### src/hdl/clc_pkg.sv
package clc_pkg;

    localparam int ADDR_W = 8;
    localparam int DATA_W = 16;

    // Register offsets within the local register window
    localparam logic [7:0] OFF_ALL_RESET  = 8'h88;
    localparam logic [7:0] OFF_MOD_IRQ_EN = 8'hA0;
    localparam logic [7:0] OFF_STB_IRQ_EN = 8'hA2;
    localparam logic [7:0] OFF_DMA_IRQ_EN = 8'hA6;
    localparam logic [7:0] OFF_SITE_A_RST = 8'hA8;
    localparam logic [7:0] OFF_SITE_B_RST = 8'hAA;
    localparam logic [7:0] OFF_DMA_STATUS = 8'hAE;
    localparam logic [7:0] OFF_CLK_CTRL   = 8'hC0;
    localparam logic [7:0] OFF_ERR        = 8'hC2;
    localparam logic [7:0] OFF_STB_SRC    = 8'hD0;
    localparam logic [7:0] OFF_HOST_BITS  = 8'hD6;
    localparam logic [7:0] OFF_TRIG_SRC   = 8'hD8;

    // Field positions
    localparam int MASTER_BIT     = 2;
    localparam int CLK_A_BIT      = 4;
    localparam int CLK_B_BIT      = 5;
    localparam int ERR_BIT        = 0;
    localparam int GATE_EN_A_BIT  = 4;
    localparam int GATE_EN_B_BIT  = 5;
    localparam int TRIG0_STAT_BIT = 3;
    localparam int TRIG1_STAT_BIT = 7;
    localparam logic [7:0] STB_EN_MASK = 8'h73;

    // Values after reset
    localparam logic [7:0] REG_RST_VAL = 8'h00;

    // Module reset pulse timing
    localparam int RST_PULSE_NS  = 1000;
    localparam int CLK_PERIOD_NS = 100;
    localparam int RST_CYC_INT   = (RST_PULSE_NS + CLK_PERIOD_NS - 1) / CLK_PERIOD_NS;
    localparam logic [3:0] RST_CYC = 4'(RST_CYC_INT);

    // Strobe source select codes
    localparam logic [3:0] STB_SEL_HOST0 = 4'h4;
    localparam logic [3:0] STB_SEL_IRQ_LO = 4'h5;
    localparam logic [3:0] STB_SEL_IRQ_HI = 4'h8;
    localparam logic [3:0] STB_SEL_CLK8  = 4'hD;
    localparam logic [3:0] STB_SEL_TRIG0 = 4'hE;
    localparam logic [3:0] STB_SEL_TRIG1 = 4'hF;

    // Trigger source codes
    localparam logic [2:0] TRG_GND     = 3'h0;
    localparam logic [2:0] TRG_HOST_LO = 3'h1;
    localparam logic [2:0] TRG_STROBE  = 3'h2;
    localparam logic [2:0] TRG_A_IRQ0  = 3'h3;
    localparam logic [2:0] TRG_B_IRQ0  = 3'h4;
    localparam logic [2:0] TRG_HOST_HI = 3'h7;

    // Layout of the synchronised pin vector
    localparam int SYNC_W    = 18;
    localparam int S_REQ     = 0;
    localparam int S_DMA     = 4;
    localparam int S_STB     = 8;
    localparam int S_BFAULT  = 12;
    localparam int S_TRIG    = 13;
    localparam int S_ERR     = 15;
    localparam int S_CLK8    = 17;

    typedef struct packed {
        logic [3:0]  mod_en;
        logic [7:0]  stb_en;
        logic [3:0]  dma_en;
        logic        clk_a_fast;
        logic        clk_b_fast;
        logic        master_en;
        logic        err;
        logic [3:0]  stb_sel;
        logic        gate_a;
        logic        gate_b;
        logic [3:0]  host;
        logic [2:0]  trig0_code;
        logic [2:0]  trig1_code;
        logic [3:0]  rst_a_cnt;
        logic [3:0]  rst_b_cnt;
        logic [15:0] rdata;
        logic        rvalid;
        logic        site_a_rst;
        logic        site_b_rst;
        logic        irq_n;
        logic        stb_out;
        logic        stb_a_oe_n;
        logic        stb_b_oe_n;
        logic [1:0]  trig_out;
        logic [1:0]  trig_oe_n;
    } clc_state_t;

    localparam clc_state_t CLC_ST_RST = '{irq_n: 1'b1, stb_a_oe_n: 1'b1, stb_b_oe_n: 1'b1,
                                          trig_oe_n: 2'h3, default: '0};

    typedef struct packed {
        logic [SYNC_W-1:0] meta;
        logic [SYNC_W-1:0] q;
    } clc_sync_t;

endpackage

### src/hdl/clc_sync.sv
`timescale 1ns/1ps
module clc_sync
    import clc_pkg::*;
(
    input  wire logic              i_mclk,  // Local bus clock
    input  wire logic              i_rst,   // Synchronous reset
    input  wire logic [SYNC_W-1:0] i_d,     // Pin levels, asynchronous
    output logic      [SYNC_W-1:0] o_q      // Synchronised levels
);
    clc_sync_t st;
    clc_sync_t next_st;

    // First stage feeds only the second stage
    always_comb
    begin
        next_st.meta = i_d;
        next_st.q    = st.meta;
    end

    always_ff @(posedge i_mclk)
    begin
        if (i_rst)
            st <= '0;
        else
            st <= next_st;
    end

    assign o_q = st.q;
endmodule

### src/hdl/clc_regs.sv
//
// Function
// - Global reset write pulses both site resets
// - Clock bits 4/5 pick 32 MHz per site
// - Bit 2 master-gates the local interrupt
// - Module error captured in sticky latch
// - Error bit 0 reads low when latched
// - Any write to error register clears latch, unless a synchronised module error is set that same cycle
// - Module request enables gate interrupt line
// - Site A reset read gives request levels
// - Strobe, fault, trigger enables gate interrupt
// - Site B reset read gives strobe/trigger levels
// - DMA request enables gate interrupt line
// - DMA status read gives request levels
// - Site A/B reset writes hit one site
// - Four-bit select picks strobe source
// - Bits 4/5 enable site strobe outputs
// - Host register holds four static bits
// - Trigger nibbles select per-line sources
// - Nonzero trigger code drives line out
// - Trigger register bits 3/7 show lines
`timescale 1ns/1ps
module clc_regs
    import clc_pkg::*;
(
    input  wire logic                i_mclk,                    // Local bus clock, 10 MHz
    input  wire logic                i_rst,                     // Synchronous reset, active high
    input  wire logic [ADDR_W-1:0]   i_addr,                    // Register byte offset
    input  wire logic                i_wr,                      // Write strobe, one cycle
    input  wire logic                i_rd,                      // Read strobe, one cycle
    input  wire logic [DATA_W-1:0]   i_wdata,                   // Write data, low byte used
    input  wire logic [3:0]          i_site_request,            // Module interrupt requests
    input  wire logic [3:0]          i_site_dma_req,            // Module DMA requests
    input  wire logic [3:0]          i_strobe_in,               // Strobe line levels A..D
    input  wire logic                i_bus_fault,               // Bus error level
    input  wire logic [1:0]          i_trig_in,                 // Trigger line levels
    input  wire logic [1:0]          i_module_error,            // Error from site A, B
    input  wire logic                i_clk8_ref,                // 8 MHz module clock
    output logic      [DATA_W-1:0]   o_rdata,                   // Read data
    output logic                     o_rvalid,                  // Read data valid pulse
    output logic                     o_site_a_reset,            // Site A module reset
    output logic                     o_site_b_reset,            // Site B module reset
    output logic                     o_site_a_clk_fast,         // Site A 32 MHz select
    output logic                     o_site_b_clk_fast,         // Site B 32 MHz select
    output logic                     o_local_interrupt_line_n,  // Interrupt to bridge, low active
    output logic                     o_strobe_out,              // Selected strobe source
    output logic                     o_strobe_a_oe_n,           // Site A strobe drive, low active
    output logic                     o_strobe_b_oe_n,           // Site B strobe drive, low active
    output logic      [1:0]          o_trig_out,                // Trigger line drive value
    output logic      [1:0]          o_trig_oe_n                // Trigger drive, low active
);
    import clc_pkg::*;

    clc_state_t        st;
    clc_state_t        next_st;
    logic [SYNC_W-1:0] pins;
    logic [7:0]        rd_val;
    logic [3:0]        req_s;
    logic [3:0]        dma_s;
    logic [3:0]        stb_s;
    logic              bfault_s;
    logic [1:0]        trig_s;
    logic [1:0]        err_s;
    logic              clk8_s;
    logic [7:0]        stb_status;
    logic              stb_src;
    logic              any_irq;

    clc_sync u_sync (
        .i_mclk (i_mclk),
        .i_rst  (i_rst),
        .i_d    ({i_clk8_ref, i_module_error, i_trig_in, i_bus_fault,
                  i_strobe_in, i_site_dma_req, i_site_request}),
        .o_q    (pins)
    );

    assign req_s    = pins[S_REQ +: 4];
    assign dma_s    = pins[S_DMA +: 4];
    assign stb_s    = pins[S_STB +: 4];
    assign bfault_s = pins[S_BFAULT];
    assign trig_s   = pins[S_TRIG +: 2];
    assign err_s    = pins[S_ERR +: 2];
    // Sampled at 10 MHz, so the 8 MHz reference aliases; use only as a coarse source
    assign clk8_s   = pins[S_CLK8];

    function automatic logic hit(input logic [ADDR_W-1:0] a, input logic [7:0] off);
        hit = (a == off);
    endfunction

    function automatic logic strobe_mux(
        input logic [3:0] sel,
        input logic [3:0] stb,
        input logic       host0,
        input logic [3:0] req,
        input logic       clk8,
        input logic [1:0] trig
    );
        strobe_mux = 1'b0;
        if (sel < STB_SEL_HOST0)
            strobe_mux = stb[sel[1:0]];
        else if (sel == STB_SEL_HOST0)
            strobe_mux = host0;
        else if (sel >= STB_SEL_IRQ_LO && sel <= STB_SEL_IRQ_HI)
            strobe_mux = req[2'(sel - STB_SEL_IRQ_LO)];
        else if (sel == STB_SEL_CLK8)
            strobe_mux = clk8;
        else if (sel == STB_SEL_TRIG0)
            strobe_mux = trig[0];
        else if (sel == STB_SEL_TRIG1)
            strobe_mux = trig[1];
    endfunction

    function automatic logic trig_mux(
        input logic [2:0] code,
        input logic       host_lo,
        input logic       host_hi,
        input logic       stb,
        input logic [3:0] req
    );
        case (code)
            TRG_HOST_LO: trig_mux = host_lo;
            TRG_STROBE:  trig_mux = stb;
            TRG_A_IRQ0:  trig_mux = req[0];
            TRG_B_IRQ0:  trig_mux = req[2];
            TRG_HOST_HI: trig_mux = host_hi;
            default:     trig_mux = 1'b0;
        endcase
    endfunction

    // Live levels in the strobe-enable bit layout
    assign stb_status = {1'b0, trig_s, bfault_s, 2'b00, stb_s[1:0]};
    assign stb_src    = strobe_mux(st.stb_sel, stb_s, st.host[0], req_s, clk8_s, trig_s);

    assign any_irq = (|(st.mod_en & req_s))
                   | (|(st.stb_en & stb_status & STB_EN_MASK))
                   | (|(st.dma_en & dma_s));

    always_comb
    begin
        next_st = st;
        rd_val  = 8'h00;

        case (i_addr)
            OFF_MOD_IRQ_EN: rd_val = {4'h0, st.mod_en};
            OFF_STB_IRQ_EN: rd_val = st.stb_en;
            OFF_DMA_IRQ_EN: rd_val = {4'h0, st.dma_en};
            OFF_SITE_A_RST: rd_val = {4'h0, req_s};
            OFF_SITE_B_RST: rd_val = stb_status;
            OFF_DMA_STATUS: rd_val = {4'h0, dma_s};
            OFF_CLK_CTRL:   rd_val = {2'b00, st.clk_b_fast, st.clk_a_fast, 1'b0, st.master_en, 2'b00};
            OFF_ERR:        rd_val = {7'h00, ~st.err};
            OFF_STB_SRC:    rd_val = {2'b00, st.gate_b, st.gate_a, st.stb_sel};
            OFF_HOST_BITS:  rd_val = {4'h0, st.host};
            OFF_TRIG_SRC:   rd_val = {trig_s[1], st.trig1_code, trig_s[0], st.trig0_code};
            default:        rd_val = 8'h00;
        endcase

        next_st.rvalid = i_rd;
        if (i_rd)
            next_st.rdata = {8'h00, rd_val};

        // Reset pulses run down on their own
        if (st.rst_a_cnt != 4'h0)
            next_st.rst_a_cnt = st.rst_a_cnt - 4'h1;
        if (st.rst_b_cnt != 4'h0)
            next_st.rst_b_cnt = st.rst_b_cnt - 4'h1;

        if (i_wr)
        begin
            if (hit(i_addr, OFF_ALL_RESET))
            begin
                next_st.rst_a_cnt = RST_CYC;
                next_st.rst_b_cnt = RST_CYC;
            end
            if (hit(i_addr, OFF_SITE_A_RST))
                next_st.rst_a_cnt = RST_CYC;
            if (hit(i_addr, OFF_SITE_B_RST))
                next_st.rst_b_cnt = RST_CYC;
            if (hit(i_addr, OFF_MOD_IRQ_EN))
                next_st.mod_en = i_wdata[3:0];
            if (hit(i_addr, OFF_STB_IRQ_EN))
                next_st.stb_en = i_wdata[7:0] & STB_EN_MASK;
            if (hit(i_addr, OFF_DMA_IRQ_EN))
                next_st.dma_en = i_wdata[3:0];
            if (hit(i_addr, OFF_CLK_CTRL))
            begin
                next_st.clk_a_fast = i_wdata[CLK_A_BIT];
                next_st.clk_b_fast = i_wdata[CLK_B_BIT];
                next_st.master_en  = i_wdata[MASTER_BIT];
            end
            if (hit(i_addr, OFF_ERR))
                next_st.err = 1'b0;
            if (hit(i_addr, OFF_STB_SRC))
            begin
                next_st.stb_sel = i_wdata[3:0];
                next_st.gate_a  = i_wdata[GATE_EN_A_BIT];
                next_st.gate_b  = i_wdata[GATE_EN_B_BIT];
            end
            if (hit(i_addr, OFF_HOST_BITS))
                next_st.host = i_wdata[3:0];
            if (hit(i_addr, OFF_TRIG_SRC))
            begin
                next_st.trig0_code = i_wdata[2:0];
                next_st.trig1_code = i_wdata[6:4];
            end
        end

        // Set beats a clear in the same cycle so no error is lost
        if (|err_s)
            next_st.err = 1'b1;

        next_st.site_a_rst = (next_st.rst_a_cnt != 4'h0);
        next_st.site_b_rst = (next_st.rst_b_cnt != 4'h0);

        next_st.irq_n = ~(st.master_en & any_irq);

        next_st.stb_out    = stb_src;
        next_st.stb_a_oe_n = ~st.gate_a;
        next_st.stb_b_oe_n = ~st.gate_b;

        next_st.trig_out[0]  = trig_mux(st.trig0_code, st.host[0], st.host[2], stb_src, req_s);
        next_st.trig_out[1]  = trig_mux(st.trig1_code, st.host[1], st.host[3], stb_src, req_s);
        next_st.trig_oe_n[0] = (st.trig0_code == TRG_GND);
        next_st.trig_oe_n[1] = (st.trig1_code == TRG_GND);
    end

    always_ff @(posedge i_mclk)
    begin
        if (i_rst)
            st <= CLC_ST_RST;
        else
            st <= next_st;
    end

    assign o_rdata                  = st.rdata;
    assign o_rvalid                 = st.rvalid;
    assign o_site_a_reset           = st.site_a_rst;
    assign o_site_b_reset           = st.site_b_rst;
    assign o_site_a_clk_fast        = st.clk_a_fast;
    assign o_site_b_clk_fast        = st.clk_b_fast;
    assign o_local_interrupt_line_n = st.irq_n;
    assign o_strobe_out             = st.stb_out;
    assign o_strobe_a_oe_n          = st.stb_a_oe_n;
    assign o_strobe_b_oe_n          = st.stb_b_oe_n;
    assign o_trig_out               = st.trig_out;
    assign o_trig_oe_n              = st.trig_oe_n;

    // Cycles since the last write that restarted the site B pulse; saturates
    logic [4:0] b_quiet;

    always_ff @(posedge i_mclk)
    begin
        if (i_rst)
            b_quiet <= 5'h1F;
        else if (i_wr && (hit(i_addr, OFF_ALL_RESET) || hit(i_addr, OFF_SITE_B_RST)))
            b_quiet <= 5'h00;
        else if (b_quiet != 5'h1F)
            b_quiet <= b_quiet + 5'h01;
    end
endmodule

### config.mk
export PLATFORM = sky130hd
export DESIGN_NAME = clc_regs
export DESIGN_NICKNAME = d
export VERILOG_FILES = /design/src/hdl/clc_pkg.sv /design/src/hdl/clc_sync.sv /design/src/hdl/clc_regs.sv
export SDC_FILE = /design/constraint.sdc
export NUM_CORES = 1
export LEC_CHECK = 0
export ABC_AREA = 0
export BUFFER_PORTS_ARGS = -buffer_cell sky130_fd_sc_hd__buf_2
export CAP_MARGIN = 20
export CORE_ASPECT_RATIO = 1.4
export CORE_MARGIN = 2
export CORE_UTILIZATION = 30
export CTS_CLUSTER_SIZE = 24
export DETAILED_ROUTE_END_ITERATION = 8
export PLACE_DENSITY_LB_ADDON = 0.2
export REMOVE_ABC_BUFFERS = 1
export SLEW_MARGIN = 20
export SYNTH_ARGS = -nofsm -noshare
export SYNTH_HDL_FRONTEND = slang
export SYNTH_SLANG_ARGS = --single-unit
export TNS_END_PERCENT = 100
### constraint.sdc
create_clock -name i_mclk -period 2.4 [get_ports i_mclk]
set_input_delay 0.48 -clock i_mclk [delete_from_list [all_inputs] [get_ports i_mclk]]
set_output_delay 0.48 -clock i_mclk [all_outputs]
set_load 0.005 [all_outputs]
==> metrics <==
Std-Cell Core Area 13970 sq um; cell count after synthesis 480; crit path launch type flip-flop; Final period util 92.12%; outcome finished, final reports clean; count of hold-fix buffers inserted at cts 0; Antenna Violating Nets Remaining 0; filler instances 1472; num rows 51; Reg area 1922 sq um; setup repair after global routing missed its margin false; maximum clock insertion buffer count 2; pin count of the biggest net entering global routing 30; count of distinct cell types in the synthesized netlist 63; slowest stage cell on the critical path sky130_fd_sc_hd__mux4_2; slowest stage delay, CP 500 ps; register area share after synthesis 44.56%; crit-path cells inv_1 -> ha_1 -> mux4_2 -> a211oi_1 -> nor3_1 -> a31o_2; Yosys reg bits 96; worst min-delay path startpoint i_site_request[0]; clock root buffer sky130_fd_sc_hd__clkbuf_16; leakage power summed over all cells 1.894 nW; overall routed net length 11.45 mm; number of H-tree levels 3; largest driver fanout on the critical path 6; clock skew after layout 7.474 ps; CTS-repair resized insts 0; clock tree from TritonCTS done; area taken by multi-input logic gates 2112 sq um; Cells on Worst Hold Path 2; via count normalized by instance count 4.833; count of warnings emitted by yosys 0; Die Outline Area 15370 sq um; final hold slack 343.4 ps; Post-synth EDFFs 0; most common cell after layout, fill and taps aside sky130_fd_sc_hd__dfxtp_1; Antenna diodes 0; maximum frequency from static timing analysis 452.3 MHz; total chip power 3.730 mW; pins over their slew limit 0; number of antenna violations at the first check in global routing 0; starting utilization of the core area 30.86%; top-level I/O count 75; layout cells sized above 1 19.32%; Nets 577; post-layout minimum cycle time 2211 ps; average routed wire per standard cell 16.06 um; Crit Path Class reg -> reg; ys async rst share 0%; critical path data arrival time 2450 ps; global-route usage over all layers 15.50%; source-to-sink clock delay at the later pin of the worst-skew pair 340 ps; top_reg_cell synth sky130_fd_sc_hd__dfxtp_1; TritonRoute pass-1 iters 4; placer's final routability congestion estimate 0.8931; leading cell types in the layout, fill and taps excluded sky130_fd_sc_hd__dfxtp_1 (96), sky130_fd_sc_hd__buf_2 (57), sky130_fd_sc_hd__nor2_1 (43); VDD IR-drop max 348.7 uV; areal power density over the cells 747.9 nW/um^2; CP startpoint st[48]; Sinks on Clock Net 96; pin slew with the least headroom to its limit 647.6 ps; maximum capacitance violations 0; wire length of the first global-routing pass 18.53 mm; setup TNS 0 ps; final hold viol count 0; First DRT Iteration DRCs 176; IO buf count 57; average cell area after synthesis 8.985 sq um; number of global-route vias before repair 3421; vertical die dimension 145.9 um; gr ovfl total 0; total setup violations reported at the end of the flow 0; number of design rule violations left after detail routing 0; die boundary width 105.3 um; category of the worst setup path capture point flip-flop; reg2reg start st[48]; Worst Hold Class in -> reg; number of buffers created by CTS 9; post-synthesis to final-layout area growth 15.64%; total number of vias 3446; clock slew at reported path FFs 60 ps; post-CTS setup-driven buffer insertion count 0; Max-Slew Margin vs Limit 56.72%; core utilization of the finished layout 35.69%; CP Data Required Time 2640 ps; worst-case reg-to-reg path depth 6; placed wire-length estimate 8.734 mm; area of the mapped netlist 4313 sq um
==> cells by family (layout without fill, tap and decap cells) <==
logic type | Yosys count | in the layout | synth area share (%)
and+or+nand+nor | 201 | 201 | 24.95
adders and majority gates | 7 | 7 | 2.031
muxes | 30 | 30 | 7.311
other | 1 | 8 | 0.08695
xor gates and xnor gates | 4 | 4 | 0.8124
AOI/OAI and AO/OA | 84 | 84 | 13.17
DFF | 96 | 96 | 44.56
buffers and inverters | 57 | 98 | 7.078
==> final cells by class <==
type	instances	area share (%)
Multi-Input combinational cell	334	42.35
Sequential cell	96	38.53
Timing Repair Buffer	71	7.827
Tap cell	185	4.641
Clock buffer	9	4.516
Clock inverter	6	1.229
Inverter	12	0.9032
==> synthesized netlist by cell type, types with 7 or more instances <==
| cell | instances | share of area [%] |
|---|---|---|
| sky130_fd_sc_hd__a21oi_1 | 35 | 4.1 |
| sky130_fd_sc_hd__dfxtp_1 | 96 | 45 |
| sky130_fd_sc_hd__buf_4 | 20 | 3.5 |
| sky130_fd_sc_hd__nor3_1 | 11 | 1.3 |
| sky130_fd_sc_hd__nand2b_1 | 9 | 1.3 |
| sky130_fd_sc_hd__mux2i_1 | 27 | 6.3 |
| sky130_fd_sc_hd__nor2b_1 | 38 | 5.5 |
| sky130_fd_sc_hd__nor2_1 | 43 | 3.7 |
| sky130_fd_sc_hd__nand3_1 | 25 | 2.9 |
| sky130_fd_sc_hd__ha_1 | 7 | 2.0 |
| sky130_fd_sc_hd__nand2_1 | 37 | 3.2 |
| sky130_fd_sc_hd__clkbuf_1 | 15 | 1.3 |
| sky130_fd_sc_hd__inv_1 | 12 | 1.0 |
| sky130_fd_sc_hd__buf_2 | 7 | 0.81 |
==> through the flow <==
| stage | instance area, sq um | worst slack (ps) | cells |
|---|---|---|---|
| 4_1_cts | 4987 | 197.8 | 713 |
| 3_5_place_dp | 4701 | 59.10 | 698 |
| 2_1_floorplan | 4079 | 439.2 | 442 |
| 6_report | 4987 | 189.1 | 713 |
| 3_3_place_gp | 4701 | 119.9 | 698 |
| 5_1_grt | 4987 | 37.23 | 713 |
==> state kept, by name, summed over array words and instances, names as in the netlist <==
register,count
o_local_interrupt_line_n,1
o_strobe_out,1
o_site_a_reset,1
o_site_b_clk_fast,1
o_strobe_a_oe_n,1
u_sync.next_st,18
o_rdata,8
o_trig_oe_n,2
o_site_b_reset,1
o_trig_out,2
o_site_a_clk_fast,1
o_rvalid,1
st,39
u_sync.o_q,18
o_strobe_b_oe_n,1
==> critical path, delay by kind of cell (launching register included) <==
kind	cells	cell delay [ps]
compound gates	2	610
mux	1	500
flops	1	440
fa+ha+maj	1	310
buf+inv	1	130
simple gates	1	120
==> layer usage <==
layer / part of all wire, % / global-route usage, %
met1: 43 / 18.67
met2: 49 / 25.94
met3: 4.6 / 3.538
met4: 3.0 / 7.267
met5: 0 / 0
==> where the power goes <==
part           switching (mW)  internal, mW  leakage [nW]
sequential             0.0643          1.69         0.785
clock                   0.595         0.797         0.141
combinational           0.316         0.262         0.968
total                   0.975          2.75          1.89
==> final timing paths <==
| kind | endpoint | slack, ps |
|---|---|---|
| max | o_trig_out[1] | 190 |
| min | u_sync.next_st[0] | 340 |
| max reg2reg | o_trig_out[1] | 190 |
| min reg2reg | o_strobe_a_oe_n | 420 |
No activity file was read; power rests on OpenSTA's default activity.
